### src/verilog/cid_pkg.sv
package cid_pkg;

    // format index: 1..19, zero marks an undefined halfword
    typedef enum logic [4:0] {
        CID_FMT_NONE = 5'h00,
        CID_FMT_SHIFT = 5'h01,
        CID_FMT_ADDSUB = 5'h02,
        CID_FMT_IMM8 = 5'h03,
        CID_FMT_ALU = 5'h04,
        CID_FMT_HIREG = 5'h05,
        CID_FMT_PCLOAD = 5'h06,
        CID_FMT_LS_REG = 5'h07,
        CID_FMT_LS_SIGN = 5'h08,
        CID_FMT_LS_IMM = 5'h09,
        CID_FMT_LS_HALF = 5'h0A,
        CID_FMT_LS_SP = 5'h0B,
        CID_FMT_LOAD_ADDR = 5'h0C,
        CID_FMT_SP_ADJ = 5'h0D,
        CID_FMT_PUSH_POP = 5'h0E,
        CID_FMT_MULTI = 5'h0F,
        CID_FMT_COND_BR = 5'h10,
        CID_FMT_TRAP = 5'h11,
        CID_FMT_UNCOND_BR = 5'h12,
        CID_FMT_LONG_BR = 5'h13
    } cid_fmt_e;

    // field positions inside the halfword
    localparam int unsigned CID_RD_LO = 0;       // low register destination
    localparam int unsigned CID_RS_LO = 3;       // low register source / base
    localparam int unsigned CID_RN_LO = 6;       // offset register / 3-bit immediate
    localparam int unsigned CID_OFF5_LO = 6;     // five_bit_offset field
    localparam int unsigned CID_RD8_LO = 8;      // register field of 8-bit formats
    localparam int unsigned CID_HI_RS_BIT = 6;   // high-bank flag of source
    localparam int unsigned CID_HI_RD_BIT = 7;   // high-bank flag of destination
    localparam int unsigned CID_OP2_LO = 11;     // 2-bit op of formats 1 and 3
    localparam int unsigned CID_LOAD_BIT = 11;   // load / not store
    localparam int unsigned CID_BYTE9_BIT = 12;  // byte select of format 9
    localparam int unsigned CID_BYTE7_BIT = 10;  // byte select of format 7
    localparam int unsigned CID_IMM2_BIT = 10;   // immediate select of format 2
    localparam int unsigned CID_SUB2_BIT = 9;    // subtract select of format 2
    localparam int unsigned CID_SP_SEL_BIT = 11; // stack base select of format 12
    localparam int unsigned CID_SIGN13_BIT = 7;  // offset sign of format 13
    localparam int unsigned CID_EXTRA_BIT = 8;   // extra register of format 14
    localparam int unsigned CID_COND_LO = 8;     // condition field of format 16
    localparam int unsigned CID_HALF_SEL_BIT = 11; // H bit of format 19
    localparam logic [1:0] CID_OP2_RESERVED = 2'h3; // format 1 op value owned by format 2
    localparam logic [1:0] CID_HI_MOVE_OP = 2'h2;   // format 5 register move
    localparam logic [1:0] CID_HI_ADD_OP = 2'h0;    // format 5 add
    localparam logic [1:0] CID_HI_EXCH_OP = 2'h3;   // format 5 branch exchange
    localparam logic [3:0] CID_COND_TRAP = 4'hF;    // condition code that means trap
    localparam int unsigned CID_LONG_HI_SHIFT = 12; // upper half of long offset

    // expanded full-width equivalent of one halfword
    typedef struct packed {
        cid_fmt_e fmt;             // encoding format
        logic undef;               // halfword matches no format
        logic set_flags;           // wide op updates condition flags
        logic [3:0] op;            // operation code within the format
        logic [3:0] rd;            // destination, bit 3 set for high bank
        logic [3:0] rs;            // source or base, bit 3 set for high bank
        logic [2:0] rn;            // offset register
        logic reg_operand;         // rn is a register, not an immediate
        logic load;                // load rather than store
        logic byte_sel;            // byte rather than word access
        logic hpart;               // second half of a long branch offset
        logic branch_exchange_op;  // branch with state exchange
        logic branch_link_op;      // long branch with link
        logic software_trap_op;    // software trap
        logic load_multiple_op;    // block load
        logic store_multiple_op;   // block store
        logic [31:0] imm;          // scaled and extended immediate
    } cid_exp_s;

endpackage : cid_pkg

### src/verilog/cid_fmt_class.sv
`timescale 1ns/100ps
// picks the encoding format from the leading opcode bits alone
module cid_fmt_class import cid_pkg::*; (
    input wire logic [15:0] i_half,
    output cid_fmt_e o_fmt
);

    // no priority order: the patterns do not overlap and are listed by rising opcode value
    always_comb begin
        o_fmt = CID_FMT_NONE;
        unique casez (i_half[15:8])
            8'b000?????: o_fmt = (i_half[12:11] == CID_OP2_RESERVED) ? CID_FMT_ADDSUB : CID_FMT_SHIFT;
            8'b001?????: o_fmt = CID_FMT_IMM8;
            8'b010000??: o_fmt = CID_FMT_ALU;
            8'b010001??: o_fmt = CID_FMT_HIREG;
            8'b01001???: o_fmt = CID_FMT_PCLOAD;
            8'b0101????: o_fmt = i_half[9] ? CID_FMT_LS_SIGN : CID_FMT_LS_REG;
            8'b011?????: o_fmt = CID_FMT_LS_IMM;
            8'b1000????: o_fmt = CID_FMT_LS_HALF;
            8'b1001????: o_fmt = CID_FMT_LS_SP;
            8'b1010????: o_fmt = CID_FMT_LOAD_ADDR;
            8'b1011????: begin
                // only the all-zero tail and the push/pop pattern are defined here
                if (i_half[11:8] == 4'h0) begin
                    o_fmt = CID_FMT_SP_ADJ;
                end else if (i_half[10:9] == 2'h2) begin
                    o_fmt = CID_FMT_PUSH_POP;
                end else begin
                    o_fmt = CID_FMT_NONE;
                end
            end
            8'b1100????: o_fmt = CID_FMT_MULTI;
            8'b1101????: o_fmt = (i_half[11:8] == CID_COND_TRAP) ? CID_FMT_TRAP : CID_FMT_COND_BR;
            8'b11100???: o_fmt = CID_FMT_UNCOND_BR;
            8'b1111????: o_fmt = CID_FMT_LONG_BR;
            default: o_fmt = CID_FMT_NONE;
        endcase
    end

endmodule : cid_fmt_class

### src/verilog/cid_decoder.sv
`timescale 1ns/100ps
// expands one compressed halfword per valid strobe into a wide operation
module cid_decoder import cid_pkg::*; (
    input wire logic i_clk,
    input wire logic i_nrst,
    input wire logic i_valid,       // halfword on i_half is offered
    input wire logic [15:0] i_half, // compressed instruction
    output logic o_valid,           // expanded operation is presented
    output cid_exp_s o_exp          // expanded operation
);

    // sign-extend a field of any width up to 32 bits
    function automatic logic [31:0] sext(input logic [31:0] val, input int unsigned width);
        logic [31:0] mask;
        mask = 32'hFFFFFFFF << width;
        sext = val[width - 1] ? (val | mask) : (val & ~mask);
    endfunction : sext

    // zero-extend a field then scale it by a power of two
    function automatic logic [31:0] zscale(input logic [10:0] val, input int unsigned shift);
        zscale = {21'h000000, val} << shift;
    endfunction : zscale

    // reset release path
    logic rst_meta_ff;  // first stage, read only by the second
    logic rst_sync_ff;  // synchronised active-high-to-run reset
    logic valid_ff;     // output valid register
    logic nxt_valid;
    cid_exp_s exp_ff;   // output operation register
    cid_exp_s nxt_exp;
    cid_fmt_e fmt;      // format chosen before any field is read

    // two-stage reset synchroniser; assertion is immediate, release waits two edges
    always_ff @(posedge i_clk or negedge i_nrst) begin
        if (!i_nrst) begin
            rst_meta_ff <= 1'b0;
            rst_sync_ff <= 1'b0;
        end else begin
            rst_meta_ff <= 1'b1;
            rst_sync_ff <= rst_meta_ff;
        end
    end

    // format classifier, kept apart so the field logic can only key on its result
    cid_fmt_class u_class (
        .i_half(i_half),
        .o_fmt(fmt)
    );

    // next valid: exactly one expansion per accepted halfword
    always_comb begin
        nxt_valid = i_valid;
    end

    // field extraction, one branch per format
    always_comb begin
        nxt_exp = '0;
        nxt_exp.fmt = fmt;
        nxt_exp.rd = {1'b0, i_half[CID_RD_LO +: 3]};
        nxt_exp.rs = {1'b0, i_half[CID_RS_LO +: 3]};
        // the whole halfword is one instruction; no pairing with neighbours
        if (!i_valid) begin
            // idle cycles hold a cleared operation so stale fields never leak
            nxt_exp = '0;
        end else begin
            unique case (fmt)
                CID_FMT_SHIFT: begin
                    // shifted move; shift amount is the five_bit_offset field
                    nxt_exp.op = {2'h0, i_half[CID_OP2_LO +: 2]};
                    nxt_exp.imm = zscale({6'h00, i_half[CID_OFF5_LO +: 5]}, 0);
                    nxt_exp.set_flags = 1'b1;
                end
                CID_FMT_ADDSUB: begin
                    // add or subtract, register or 3-bit immediate
                    nxt_exp.op = {3'h0, i_half[CID_SUB2_BIT]};
                    nxt_exp.rn = i_half[CID_RN_LO +: 3];
                    nxt_exp.reg_operand = !i_half[CID_IMM2_BIT];
                    nxt_exp.imm = zscale({8'h00, i_half[CID_RN_LO +: 3]}, 0);
                    nxt_exp.set_flags = 1'b1;
                end
                CID_FMT_IMM8: begin
                    // move, compare, add, subtract on an 8-bit immediate
                    nxt_exp.op = {2'h0, i_half[CID_OP2_LO +: 2]};
                    nxt_exp.rd = {1'b0, i_half[CID_RD8_LO +: 3]};
                    nxt_exp.imm = zscale({3'h0, i_half[7:0]}, 0);
                    nxt_exp.set_flags = 1'b1;
                end
                CID_FMT_ALU: begin
                    // register-pair arithmetic and logic, all of them set flags
                    nxt_exp.op = i_half[9:6];
                    nxt_exp.set_flags = 1'b1;
                end
                CID_FMT_HIREG: begin
                    // high-bank add, compare, move or branch exchange
                    nxt_exp.op = {2'h0, i_half[9:8]};
                    nxt_exp.rd = {i_half[CID_HI_RD_BIT], i_half[CID_RD_LO +: 3]};
                    nxt_exp.rs = {i_half[CID_HI_RS_BIT], i_half[CID_RS_LO +: 3]};
                    nxt_exp.reg_operand = 1'b1;
                    nxt_exp.branch_exchange_op = (i_half[9:8] == CID_HI_EXCH_OP);
                    // add and move here leave flags alone; only compare updates them
                    nxt_exp.set_flags = (i_half[9:8] != CID_HI_ADD_OP) &&
                                        (i_half[9:8] != CID_HI_MOVE_OP) &&
                                        (i_half[9:8] != CID_HI_EXCH_OP);
                end
                CID_FMT_PCLOAD: begin
                    // word load relative to the program counter
                    nxt_exp.rd = {1'b0, i_half[CID_RD8_LO +: 3]};
                    nxt_exp.load = 1'b1;
                    nxt_exp.imm = zscale({3'h0, i_half[7:0]}, 2);
                end
                CID_FMT_LS_REG: begin
                    // load or store, base plus register offset
                    nxt_exp.load = i_half[CID_LOAD_BIT];
                    nxt_exp.byte_sel = i_half[CID_BYTE7_BIT];
                    nxt_exp.rn = i_half[CID_RN_LO +: 3];
                    nxt_exp.reg_operand = 1'b1;
                end
                CID_FMT_LS_SIGN: begin
                    // sign-extended byte/halfword; the two select bits form the op
                    nxt_exp.op = {2'h0, i_half[11:10]};
                    nxt_exp.load = (i_half[11:10] != 2'h0);
                    nxt_exp.rn = i_half[CID_RN_LO +: 3];
                    nxt_exp.reg_operand = 1'b1;
                end
                CID_FMT_LS_IMM: begin
                    // byte offsets are unscaled, word offsets count words
                    nxt_exp.byte_sel = i_half[CID_BYTE9_BIT];
                    nxt_exp.load = i_half[CID_LOAD_BIT];
                    nxt_exp.imm = zscale({6'h00, i_half[CID_OFF5_LO +: 5]},
                                         i_half[CID_BYTE9_BIT] ? 0 : 2);
                end
                CID_FMT_LS_HALF: begin
                    // halfword access, offset counts halfwords
                    nxt_exp.load = i_half[CID_LOAD_BIT];
                    nxt_exp.imm = zscale({6'h00, i_half[CID_OFF5_LO +: 5]}, 1);
                end
                CID_FMT_LS_SP: begin
                    // word access relative to the stack pointer
                    nxt_exp.load = i_half[CID_LOAD_BIT];
                    nxt_exp.rd = {1'b0, i_half[CID_RD8_LO +: 3]};
                    nxt_exp.imm = zscale({3'h0, i_half[7:0]}, 2);
                end
                CID_FMT_LOAD_ADDR: begin
                    // address from pc or sp plus word offset; flags untouched
                    nxt_exp.op = {3'h0, i_half[CID_SP_SEL_BIT]};
                    nxt_exp.rd = {1'b0, i_half[CID_RD8_LO +: 3]};
                    nxt_exp.imm = zscale({3'h0, i_half[7:0]}, 2);
                    nxt_exp.set_flags = 1'b0;
                end
                CID_FMT_SP_ADJ: begin
                    // stack_word_offset counts words; sign bit picks add or subtract
                    nxt_exp.op = {3'h0, i_half[CID_SIGN13_BIT]};
                    nxt_exp.imm = i_half[CID_SIGN13_BIT] ?
                                  (32'h00000000 - zscale({4'h0, i_half[6:0]}, 2)) :
                                  zscale({4'h0, i_half[6:0]}, 2);
                    nxt_exp.set_flags = 1'b0;
                end
                CID_FMT_PUSH_POP: begin
                    // register list in imm[7:0], link/pc extra register in imm[8]
                    nxt_exp.load = i_half[CID_LOAD_BIT];
                    nxt_exp.imm = zscale({2'h0, i_half[CID_EXTRA_BIT:0]}, 0);
                end
                CID_FMT_MULTI: begin
                    // block transfer with base write-back
                    nxt_exp.load = i_half[CID_LOAD_BIT];
                    nxt_exp.rs = {1'b0, i_half[CID_RD8_LO +: 3]};
                    nxt_exp.load_multiple_op = i_half[CID_LOAD_BIT];
                    nxt_exp.store_multiple_op = !i_half[CID_LOAD_BIT];
                    nxt_exp.imm = zscale({3'h0, i_half[7:0]}, 0);
                end
                CID_FMT_COND_BR: begin
                    // condition in op, signed halfword offset
                    nxt_exp.op = i_half[CID_COND_LO +: 4];
                    nxt_exp.imm = sext({23'h000000, i_half[7:0], 1'b0}, 9);
                end
                CID_FMT_TRAP: begin
                    // trap number passed through unchanged
                    nxt_exp.software_trap_op = 1'b1;
                    nxt_exp.imm = zscale({3'h0, i_half[7:0]}, 0);
                end
                CID_FMT_UNCOND_BR: begin
                    // signed 11-bit halfword offset
                    nxt_exp.imm = sext({20'h00000, i_half[10:0], 1'b0}, 12);
                end
                CID_FMT_LONG_BR: begin
                    // first half carries the signed upper offset, second the lower
                    nxt_exp.branch_link_op = 1'b1;
                    nxt_exp.hpart = i_half[CID_HALF_SEL_BIT];
                    nxt_exp.imm = i_half[CID_HALF_SEL_BIT] ?
                                  zscale(i_half[10:0], 1) :
                                  sext({9'h000, i_half[10:0], 12'h000}, 11 + CID_LONG_HI_SHIFT);
                end
                default: begin
                    // unknown pattern still yields one operation, marked undefined
                    nxt_exp.undef = 1'b1;
                end
            endcase
        end
    end

    // output registers; the expansion is what the execute stage acts on
    always_ff @(posedge i_clk or negedge rst_sync_ff) begin
        if (!rst_sync_ff) begin
            valid_ff <= 1'b0;
            exp_ff <= '0;
        end else begin
            valid_ff <= nxt_valid;
            exp_ff <= nxt_exp;
        end
    end

    assign o_valid = valid_ff;
    assign o_exp = exp_ff;

endmodule : cid_decoder

### config.mk
export PLATFORM = sky130hd
export DESIGN_NAME = cid_decoder
export DESIGN_NICKNAME = d
export VERILOG_FILES = /design/src/verilog/cid_pkg.sv /design/src/verilog/cid_fmt_class.sv /design/src/verilog/cid_decoder.sv
export SDC_FILE = /design/constraint.sdc
export NUM_CORES = 1
export LEC_CHECK = 0
export ABC_AREA = 1
export CORE_ASPECT_RATIO = 1.5
export CORE_MARGIN = 8
export CORE_UTILIZATION = 45
export DETAILED_ROUTE_END_ITERATION = 12
export DONT_BUFFER_PORTS = 1
export REMOVE_ABC_BUFFERS = 1
export SYNTH_ARGS = -nofsm -noshare
export SYNTH_HDL_FRONTEND = slang
export SYNTH_SLANG_ARGS = --single-unit
### constraint.sdc
create_clock -name i_clk -period 2.4 [get_ports i_clk]
set_input_delay 0.24 -clock i_clk [delete_from_list [all_inputs] [get_ports i_clk]]
set_output_delay 0.24 -clock i_clk [all_outputs]
set_load 0.05 [all_outputs]
Yosys cells after proc, flatten, opt, wreduce, memory -nomap -nowiden
Cells that the tools add are included.
{ "word_totals": {"ff_bits": 66, "out_inout_bits": 64, "wordCells": 107} }
{ "classes": {"add_sub_neg": 1, "eq_ne": 39, "shifts": 1, "mux": 29, "reduce_logical": 17} }
{ "op_table": {"columns": ["operator", "count"], "rows": [
  ["$pmux W32 S11", 1],
  ["$mux W32", 5],
  ["$pmux W5 S15", 1],
  ["$mux W58", 1],
  ["$eq A5 B4 Y1 const B", 9],
  ["$eq A4 B4 Y1 const B", 8],
  ["$pmux W4 S8", 1],
  ["$shl A5 B2 Y32", 1],
  ["$eq A5 B5 Y1 const B", 5],
  ["$eq A5 B3 Y1 const B", 4],
  ["$reduce_or A19 Y1", 1],
  ["$pmux W4 S2", 2],
  ["$eq A6 B5 Y1 const B", 2],
  ["$reduce_or A3 Y1", 4],
  ["$eq A5 B2 Y1 const B", 2],
  ["$mux W5", 2],
  ["$sub A1 B9 Y10 const A", 1],
  ["$mux W4", 2],
  ["$reduce_or A4 Y1", 2],
  ["$eq A2 B2 Y1 const B", 3],
  ["$mux W1", 6],
  ["$mux W2", 3],
  ["$pmux W1 S2", 3],
  ["$reduce_or A6 Y1", 1],
  ["other kinds (13)", 17]
]} }

Logic depth before layout (Yosys ltp)
Gate-level depths: netlist of the first run.
{ "logic_depth": {"word_depth": 8, "ltp_mapped": 15, "ltp_nobuf": 13} }

By module
From an unflattened synthesis of the first run, not the netlist that was laid out.
{ "unflattened": {"cells_unflattened": 478, "hier_area_um2": 3438.3} }
{ "modules_own_cells": {"columns": ["mod", "n_inst", "cells_each", "area_per_inst_um2", "seq_area_each_um2"], "rows": [
  ["cid_decoder", 1, 405, 3135.5, 1426.4],
  ["cid_fmt_class", 1, 73, 302.8, 0.0]
]} }

Worst setup path before layout of the first run
No wires, ideal clock.
{ "synth_path": {"kind": "input -> register", "from": "in i_half[15]", "to": "reg exp_ff (netlist bit o_exp[13])", "setup_ns": 0.113, "arrival_ns": 1.400, "path_slack_ns": 0.887, "stages": 14, "n_path_buf": 2, "cell_sequence": "buf_6 -> inv_4 -> nand2_2 -> nor2_4 -> nand2_4 -> nand3_1 -> nor2_4 -> nand3_4 -> inv_4 -> nand2_4 -> buf_6 -> nand4_1 -> nand2_1 -> inv_1"} }
{ "synth_rtl": {"columns": ["item", "line_no", "text"], "rows": [
  ["start: declaration", "cid_decoder.sv:7", "input wire logic [15:0] i_half,"],
  ["end signal: assignment", "cid_decoder.sv:208", "exp_ff <= nxt_exp;"],
  ["end: declaration", "cid_decoder.sv:29", "cid_exp_s exp_ff;"]
]} }

==> run metrics, run 1 <==
area taken by multi-input logic gates=1520 um^2; Pins Over Slew Limit=0; Area Overhead vs Synth=9.41%; Final GP Congestion=1.01; DR vias/cell=5.62; cts bufs inserted=9; Reg2Reg Depth=1; Slowest-stage cell, CP=dfrtp_4; Residual DRC=0; Diodes inserted=0; Vias=3039; die width=87.0 um; die area=10700 um^2; Worst-path clk slew=0.05 ns; f_max=580 MHz; I/O Pins=83; dpl cell area=3370 um^2; DR WL/cell=20.1 um; Mean Syn Cell Area=7.60 um^2; post-synthesis instance total=448; Tcrit/Tclk final=71.8%; H-Tree Depth=3; Initial Utilization=45.6%; Synth Cell Area=3400 um^2; Reg area=1430 um^2; Core ar.=7470 um^2; WHS Endpoint=o_exp[16]$_DFF_PN0_; maximum buffer depth of the clock tree=2; CTS tree=yes; num rows=39; Worst Hold Launch=i_valid; Worst Hold Class=in2reg; GRT overflow=0; CP Buf/Inv Count=1; IO buf count=0; YS warnings=0; CP Launch Type=register; Worst-Margin Slew=0.778 ns; vias in the first global route=2927; Hold Fails Final Rpt=0; first-pass GRT wire length=16700 um; clk root buf=clkbuf_16; CP Capture Type=primary output; Critical Path RT=2.16 ns; Tot GR Track Use=21.2%; Min Clock Period, post-route=1.72 ns; share of cells above drive strength 1=14.4%; total wire length=10900 um; nets@finish=455; Final setup viols=0; Worst slew margin=48.1%; CP cell instances=buf_12; drt initial violations=216; Detailed Routing Iterations Pass 1=5; PwrDens=755 nW/um^2; Reg-to-Reg End=o_exp[30]$_DFF_PN0_; crit-path leading delay family=flip-flops; crit-path max FO=7; FF-to-FF Start=rst_sync_ff$_DFF_PN0_; Yosys cell types=35; max-cap viol count=0; Post-Route Skew=0.00319 ns; Critical Path AT=1.48 ns; clk sinks=57; RSZ-0062 raised after global routing=no; sequential element share of the synthesized area=41.9%; reg2reg setup slack=1.76 ns; antenna violations before repair=0; hold depth=2; HPWL after DPL=8040 um; die height=123 um; largest net degree at the start of global routing=37; Setup CP Type=reg2out; Clock Latency Late Sink=0.33 ns; number of synthesized register bits=57; Largest stage delay, worst path=0.72 ns; Fill cells=741; P_leak=0.00201 uW; Final Instance Area=3720 um^2; setup_tns=0 ns; antenna viol nets, final=0; status=finished, final reports clean; Worst VDD drop=0.000355 V
## worst max path at each step
stage | startpoint | endpoint | slack (ns) | cells after the start
CTS | o_exp[30]$_DFF_PN0_ | o_exp[22] | 0.67 | 1
floorplan | o_exp[30]$_DFF_PN0_ | o_exp[22] | -1.11 | 0
detailed placement | i_half[9] | o_exp[10]$_DFF_PN0_ | 0.58 | 12
global route | o_exp[30]$_DFF_PN0_ | o_exp[22] | 0.64 | 1
finish | o_exp[30]$_DFF_PN0_ | o_exp[22] | 0.68 | 1
global placement | i_half[9] | o_exp[10]$_DFF_PN0_ | 0.58 | 12
## final cells by class
type,instances,area share (%)
clock buffers,11,6.79
clock inverters,4,2.05
inverters,63,6.55
multi-input cells,297,40.8
flip-flops and latches,57,38.4
well taps,102,3.43
repair buffers,7,1.95
## cells in the final DEF, fill, tap and decap left out
master and count:
a21oi_1 16, a21oi_2 1, a31oi_1 4, a41oi_1 2, buf_12 1, buf_4 3, bufinv_16 2, clkbuf_16 9
clkbuf_8 2, clkinv_1 2, clkinv_4 1, clkinvlp_4 1, conb_1 1, dfrtp_1 55, dfrtp_2 1, dfrtp_4 1
dlygate4sd3_1 3, ha_1 1, inv_1 52, inv_2 6, inv_4 3, nand2_1 91, nand2_2 11, nand2_4 4
nand3_1 30, nand3_2 4, nand3_4 2, nand4_1 26, nor2_1 47, nor2_2 6, nor2_4 4, nor3_1 11
o211ai_1 4, o21ai_0 17, o21ai_1 1, o21bai_1 1, o22ai_1 9, o31ai_1 1, or2_2 1, xor2_1 2
## layer usage
metal | vias up | track usage, % | wire (um)
li1 | 1416 | - | -
met1 | 1449 | 23.3 | 4100
met2 | 141 | 34.9 | 5360
met3 | 33 | 6.90 | 964
met4 | 0 | 12.7 | 453
met5 | - | 0 | 0
## Yosys cell counts
library cell	number	area (um^2)
clkinv_1	2	7.51
buf_4	11	82.6
o21bai_1	1	7.51
o21ai_0	17	85.1
xor2_1	2	17.5
nor2_4	4	45.0
buf_6	6	67.6
nand3_4	2	35.0
nand4_1	26	163
nand3_2	4	40.0
nand2_1	91	342
nand2_4	4	45.0
o211ai_1	4	30.0
o31ai_1	1	7.51
nor2_2	6	37.5
a21oi_1	16	80.1
clkbuf_1	3	11.3
conb_1	1	3.75
ha_1	1	12.5
o21ai_1	1	5.00
buf_1	2	7.51
a21oi_2	1	8.76
a41oi_1	2	17.5
buf_2	9	45.0
nand3_1	30	150
a31oi_1	4	25.0
inv_1	52	195
inv_4	3	18.8
nand2_2	11	68.8
nor3_1	11	55.1
nor2_1	47	176
inv_2	6	22.5
o22ai_1	9	56.3
dfrtp_1	57	1430
or2_2	1	6.26
## stage by stage
step                      cells  power [uW]  utilization [%]  hold WS [ns]  setup slack, ns
after CTS                   541        2830             49.9        0.0144            0.672
after detailed placement    523        1440             45.1       -0.0555            0.583
after global routing        541        2910             49.9        0.0197            0.644
final                       541        2810             49.9        0.0205            0.677
after global placement      523        1440             45.1       -0.0555            0.580
after floorplan             417        1370                -       -0.0556            -1.11
## what timing repair did
item	4_1_cts	5_1_grt
hold endpoints to repair	4	0
resized for setup	0	0
buffers inserted	0	0
hold buffers	3	0
## report_power, final
group | leakage (uW) | switching, uW | total [uW] | internal [uW]
combinational | 0.00108 | 190 | 269 | 78.8
sequential | 0.000767 | 160 | 1160 | 1000
clock | 0.000158 | 422 | 1380 | 958
## registers in the layout (all words and copies together) (netlist names)
signal       cells
o_exp           54
o_valid          1
rst_meta_ff      1
rst_sync_ff      1
## logic make-up (layout without fill, tap and decap cells)
kind of cell               after synthesis  in the layout  synth area share (%)
and+or+nand+nor                        237            237                  34.2
buffers and inverters                   94             85                  13.5
DFF                                     57             57                  41.9
AOI/OAI and AO/OA                       56             56                  9.48
xor gates and xnor gates                 2              2                 0.515
adders and majority gates                1              1                 0.367
other                                    1              1                 0.110
Power figures use the tool's default switching activity.
==> inputs of run 2 (changes only) <==
- ABC_AREA: 1 -> 0
- clock period: 2.4 -> 1.7 ns (I/O delays scaled with it)
==> run 2 against run 1 <==
The flow now finishes with violations (negative setup slack). Synthesized area fell by 5.2%. Cell count fell by 11%. Hold slack got worse by 0.0020 ns. Largest cell class unchanged. Sequential power rose by 40%. Critical endpoint is now o_exp[15]$_DFF_PN0_. Critical path depth rose by 7. Die area fell by 4.4%.
==> run metrics, run 2 <==
hold depth=2 (unchanged); Yosys cell types=61 (+74%); status=finished with violations; most frequent cells after synthesis=57 x dfrtp_1, 38 x a21oi_1, 33 x nand2_1; Reg-to-Reg End=o_exp[30]$_DFF_PN0_; Internal=2220 uW (+8.7%); post-layout util=56.0% (+6.1 points); Synth area leaders=dfrtp_1 44%, a21oi_1 5.9%, nand2_1 3.8%, o21ai_0 3.3%, clkbuf_1 2.7%; Hold Fails Final Rpt=0 (unchanged); Min Clock Period, post-route=1.78 ns; leading cell type in the layout, fill and taps excluded=dfrtp_1; Vias=3086 (+1.5%); largest area contributor in the netlist=dfrtp_1; Worst-Margin Slew=0.878 ns (+0.100 ns); die height=120 um (-2.3%); worst hold margin=0.0185 ns (-0.00201 ns); Slowest-stage cell, CP=or4_4; first-pass GRT wire length=16800 um (+0.25%); PnR worst setup slack=-0.0769 ns (-0.754 ns); Synth Cell Area=3230 um^2 (-5.2%); GRT overflow=0 (unchanged); NetSw=1000 uW (+30%); Setup CP Type=in2reg; crit-path max FO=16 (+9); Critical Path AT=1.99 ns (+0.51 ns); Post-synth ARST share=100% (unchanged); failing checks=negative setup slack; largest net degree at the start of global routing=39 (+5.4%); switching share of power=31.1% (+3.6 points); number of synthesized register bits=57 (unchanged); HPWL after DPL=6710 um (-17%); cts bufs inserted=9 (unchanged); Final setup viols=23 (+23); die width=85.1 um (-2.2%); clk sinks=57 (unchanged); I/O Pins=83 (unchanged); Clock Latency Late Sink=0.34 ns (about the same); YS warnings=0 (unchanged); Residual DRC=0 (unchanged); Tot GR Track Use=21.6% (+0.40 points); CTS tree=yes; PwrDens=810 nW/um^2 (+7.4%); Final GP Congestion=0.925 (-8.3%); sequential element share of the synthesized area=44.2% (+2.3 points); Mean Syn Cell Area=8.86 um^2 (+17%); vias in the first global route=2896 (-1.1%); Critical Path RT=1.91 ns (-0.25 ns); share of cells above drive strength 1=21.9% (+7.6 points); maximum buffer depth of the clock tree=2 (unchanged); Total Power=3220 uW (+14%); area share of the largest cell type after synthesis=44.2% (+2.3 points); Fill cells=639 (-14%); nets@finish=417 (-8.4%); clk root buf=clkbuf_8; CP Launch Type=input port; crit-path leading delay family=simple AND/OR/NAND/NOR gates; Area Overhead vs Synth=23.0%; total wire length=11200 um (+2.5%); DR WL/cell=23.2 um (+15%); Reg2Reg Depth=1 (unchanged); most frequent cells in the layout=55 x dfrtp_1, 40 x buf_4, 33 x nand2_1, 27 x a21oi_1, 20 x o21ai_0; setup_tns=-1.31 ns (-1.31 ns); Worst Hold Class=in2reg; DR vias/cell=6.42 (+14%); IO buf count=0 (unchanged); P_leak=0.00172 uW (-14%); antenna violations before repair=0 (unchanged); drt initial violations=355 (+64%); num rows=38 (-2.6%); H-Tree Depth=3 (unchanged); Tcrit/Tclk final=105%; FF-to-FF Start=rst_sync_ff$_DFF_PN0_; post-synthesis instance total=364 (-19%); Post-Route Skew=0.00993 ns (+0.00674 ns); Largest stage delay, worst path=0.52 ns (-0.20 ns); Detailed Routing Iterations Pass 1=5 (unchanged); CP Buf/Inv Count=2 (+1); Clock Power Share=32.6% (-16 points); reg2reg setup slack=0.91 ns (-0.85 ns); antenna viol nets, final=0 (unchanged); CP Capture Type=register; Worst-path clk slew=0.05 ns (about the same); f_max=563 MHz; max reg flops=54 (unchanged); Diodes inserted=0 (unchanged); die area=10200 um^2 (-4.4%); Seq pwr share=50.3% (+9.0 points); Core ar.=7080 um^2 (-5.1%); CP cell instances=or4_4, a21o_1, and3_4, nor2b_4, o41ai_4, buf_6, clkbuf_16, a21oi_1; WHS Endpoint=o_exp[46]$_DFF_PN0_; most frequent cell after synthesis=dfrtp_1; Comb power frac=17.2% (+7.6 points); RSZ-0062 raised after global routing=yes; Pins Over Slew Limit=0 (unchanged); Worst Hold Launch=i_half[5]; Main synth FF type=dfrtp_1; Worst VDD drop=0.000409 V (+15%); max-cap viol count=0 (unchanged); Initial Utilization=45.5% (-0.052 points); number of synthesized flops with an enable pin=0 (unchanged); Worst slew margin=41.5% (-6.6 points)
-- run 2: cell count changes after synthesis, moves of 8 or more --
cell      previous run  this run
nor2_1              47        16
nor2b_1              0        13
a221oi_1             0         8
nand3_1             30        10
nand2_2             11         0
and3_1               0        10
nand2_1             91        33
clkbuf_1             3        23
nand4_1             26         5
a21oi_1             16        38
inv_1               52         7
and2_1               0         8
-- run 2: final cells by class --
cell class                      instances  area [um^2]  share of cell area, %
Multi-Input combinational cell        256         1620                   40.9
Sequential cell                        57         1430                   36.1
Timing Repair Buffer                   66          627                   15.8
Clock buffer                           11          141                   3.56
Tap cell                               80          100                   2.52
Inverter                                7         26.3                  0.662
Clock inverter                          4         20.0                  0.504
-- run 2: how the worst max path moves through the flow --
stage                          endpoint  slack [ns]  cells past startpoint           startpoint
global placement     o_exp[1]$_DFF_PN0_       -0.33                      6            i_half[9]
CTS                  o_exp[5]$_DFF_PN0_       0.004                      6            i_half[9]
finish              o_exp[15]$_DFF_PN0_       -0.08                      8           i_half[10]
detailed placement   o_exp[5]$_DFF_PN0_       -0.37                      6            i_half[9]
global route         o_exp[7]$_DFF_PN0_       -0.09                      8           i_half[10]
floorplan                     o_exp[22]       -1.74                      0  o_exp[30]$_DFF_PN0_
-- run 2: per-stage QoR --
step	std cells	instance area (um^2)	setup slack (ns)
6_report	481	3970	-0.0769
5_1_grt	481	3970	-0.0907
4_1_cts	473	3790	0.00406
3_5_place_dp	440	3450	-0.371
3_3_place_gp	440	3450	-0.333
2_1_floorplan	320	3010	-1.74
-- run 2: layer usage --
metal  global-route usage [%]  part of all wire, %
met1                     26.1                   39
met4                     11.4                  3.7
met5                        0                    0
met3                     6.16                  7.9
met2                     34.1                   49
-- run 2: repair_timing --
item	in CTS	in global routing
hold buffers	18	0
endpoints found under the setup margin	0	26
hold endpoints to repair	51	0
resized for setup	0	23
setup buffers	0	4
-- run 2: logic make-up (layout without fill, tap and decap cells) --
| family | Yosys count | in the layout | share of synthesized area, % |
|---|---|---|---|
| compound gates | 117 | 117 | 24.1 |
| xor+xnor | 1 | 1 | 0.271 |
| fa+ha+maj | 1 | 1 | 0.388 |
| buf+inv | 51 | 88 | 7.64 |
| flops | 57 | 57 | 44.2 |
| mux | 4 | 4 | 1.28 |
| other cells | 1 | 1 | 0.116 |
| simple gates | 132 | 132 | 22.0 |
-- run 2: power groups by stage --
| stage | logic, uW | registers [uW] | clock network, uW |
|---|---|---|---|
| 6_report | 552 | 1620 | 1050 |
| 5_1_grt | 592 | 1620 | 1140 |
| 4_1_cts | 477 | 1620 | 1090 |
| 3_5_place_dp | 416 | 1640 | 0 |
| 3_3_place_gp | 413 | 1640 | 0 |
| 2_1_floorplan | 234 | 1660 | 0 |
==> inputs of run 3 (changes only) <==
- HOLD_SLACK_MARGIN: not set -> 0.1
==> run 3 against run 2 <==
The flow still finishes with violations (negative setup slack). Routed wire length increased by 3.5%. Flip-flop and latch count unchanged. Maximum frequency increased by 0.86%. Critical path depth unchanged. Non-clock buffer count increased by 10. Largest cell class unchanged. Largest power group unchanged. Highest routed layer unchanged.
==> run metrics, run 3 (synthesized netlist as in run 2, its figures left out) <==
largest net degree at the start of global routing=39 (unchanged); clk sinks=57 (unchanged); Vias=3171 (+2.8%); crit-path max FO=12 (-4); Residual DRC=0 (unchanged); PnR worst setup slack=-0.0617 ns (+0.0151 ns); Worst-path clk slew=0.06 ns (about the same); Final setup viols=23 (unchanged); Total Power=3260 uW (+1.4%); clk root buf=clkbuf_8; total wire length=11500 um (+3.5%); share of cells above drive strength 1=22.6% (+0.68 points); Non-Filler Instances=491 (+2.1%); WHS Endpoint=o_exp[7]$_DFF_PN0_; drt initial violations=363 (+2.3%); Worst slew margin=44.4% (+2.9 points); Slowest-stage cell, CP=or4_4; nets@finish=427 (+2.4%); HPWL after DPL=6710 um (unchanged); Diodes inserted=0 (unchanged); maximum buffer depth of the clock tree=2 (unchanged); Worst Hold Class=in2reg; Hold Fails Final Rpt=0 (unchanged); antenna viol nets, final=0 (unchanged); GRT overflow=0 (unchanged); num rows=38 (unchanged); die width=85.1 um (unchanged); DP Worst Slack=-0.371 ns (unchanged); Min Clock Period, post-route=1.76 ns (-0.0151 ns); PwrDens=799 nW/um^2 (-1.4%); first-pass GRT wire length=17300 um (+3.4%); Detailed Routing Iterations Pass 1=6 (+1); P_leak=0.00176 uW (+2.3%); CTS tree=yes; H-Tree Depth=3 (unchanged); CP Buf/Inv Count=2 (unchanged); hold depth=3 (+1); I/O Pins=83 (unchanged); reg2reg setup slack=0.92 ns (about the same); Largest stage delay, worst path=0.52 ns (about the same); crit-path leading delay family=simple AND/OR/NAND/NOR gates; Worst Hold Launch=i_half[7]; most frequent cells in the layout=55 x dfrtp_1, 42 x buf_4, 33 x nand2_1, 27 x a21oi_1, 25 x dlygate4sd3_1; f_max=568 MHz (+0.86%); Setup CP Type=in2reg; Placed Instances=440 (unchanged); DR vias/cell=6.46 (+0.66%); Worst VDD drop=0.000412 V (+0.81%); RSZ-0062 raised after global routing=yes; status=finished with violations; CP cell instances=or4_4, a21o_1, and3_4, nor2b_4, o41ai_4, buf_6, clkbuf_16, a21oi_1; Core ar.=7080 um^2 (unchanged); max-cap viol count=0 (unchanged); Critical Path RT=1.92 ns (about the same); die height=120 um (unchanged); Final GP Congestion=0.925 (unchanged); Post-Route Skew=0.0118 ns (+0.00186 ns); leading cell type in the layout, fill and taps excluded=dfrtp_1; Clock Latency Late Sink=0.34 ns (about the same); Worst-Margin Slew=0.835 ns (-0.0430 ns); failing checks=negative setup slack; max reg flops=54 (unchanged); Initial Utilization=45.5% (unchanged); CP Capture Type=register; Critical Path AT=1.98 ns (about the same); Tot GR Track Use=22.2% (+0.62 points); Pins Over Slew Limit=0 (unchanged); DR WL/cell=23.5 um (+1.4%); die area=10200 um^2 (unchanged); antenna violations before repair=0 (unchanged); Area Overhead vs Synth=26.6%; cts bufs inserted=9 (unchanged); IO buf count=0 (unchanged); CP Launch Type=input port; Reg-to-Reg End=o_exp[30]$_DFF_PN0_; vias in the first global route=3024 (+4.4%); FF-to-FF Start=rst_sync_ff$_DFF_PN0_; Tcrit/Tclk final=104% (-0.89 points); Reg2Reg Depth=1 (unchanged)
## run 3: metrics by stage
step | utilization (%) | TNS [ns] | cell area (um^2) | hold WS (ns)
after floorplan | - | -31.83 | 3010 | -0.126
after global placement | 48.7 | -6.88 | 3450 | -0.126
after detailed placement | 48.7 | -8.03 | 3450 | -0.126
after CTS | 54.6 | 0 | 3870 | 0.100
after global routing | 57.7 | -1.12 | 4090 | 0.117
final | 57.7 | -0.772 | 4090 | 0.123
## run 3: layout make-up
type	count	area, um^2
clock buffer	11	141
clock inverter	4	20.0
fill	617	3000
inverter	7	26.3
multi-input combinational	256	1640
sequential	57	1430
tap	80	100
timing repair buffer	76	722
## run 3: where the power goes
| part | switching, uW | total [uW] | internal [uW] | leakage (uW) |
|---|---|---|---|---|
| logic | 321 | 599 | 278 | 0.000904 |
| clock network | 499 | 1050 | 549 | 0.0000887 |
| registers | 210 | 1620 | 1410 | 0.000769 |
## run 3: worst max path at each step
stage / from / end / slack (ns) / cells after the start
6_report: i_half[10] / o_exp[11]$_DFF_PN0_ / -0.06 / 8
5_1_grt: i_half[10] / o_exp[11]$_DFF_PN0_ / -0.07 / 8
4_1_cts: i_half[9] / o_exp[5]$_DFF_PN0_ / 0.005 / 6
3_5_place_dp: i_half[9] / o_exp[5]$_DFF_PN0_ / -0.37 / 6
3_3_place_gp: i_half[9] / o_exp[1]$_DFF_PN0_ / -0.33 / 6
2_1_floorplan: o_exp[30]$_DFF_PN0_ / o_exp[22] / -1.74 / 0
## run 3: what timing repair did
item                       4_1_cts  5_1_grt
gates resized for setup          0       27
hold endpoints to repair        57        0
setup endpoints to repair        0       26
hold buffers                    26        0
setup buffers                    0        6
## run 3: routing by layer
| metal | GRT usage [%] | part of all wire [%] |
|---|---|---|
| met1 | 25.8 | 36 |
| met2 | 35.5 | 49 |
| met5 | 0 | 0 |
| met3 | 6.43 | 9.5 |
| met4 | 13.3 | 4.7 |
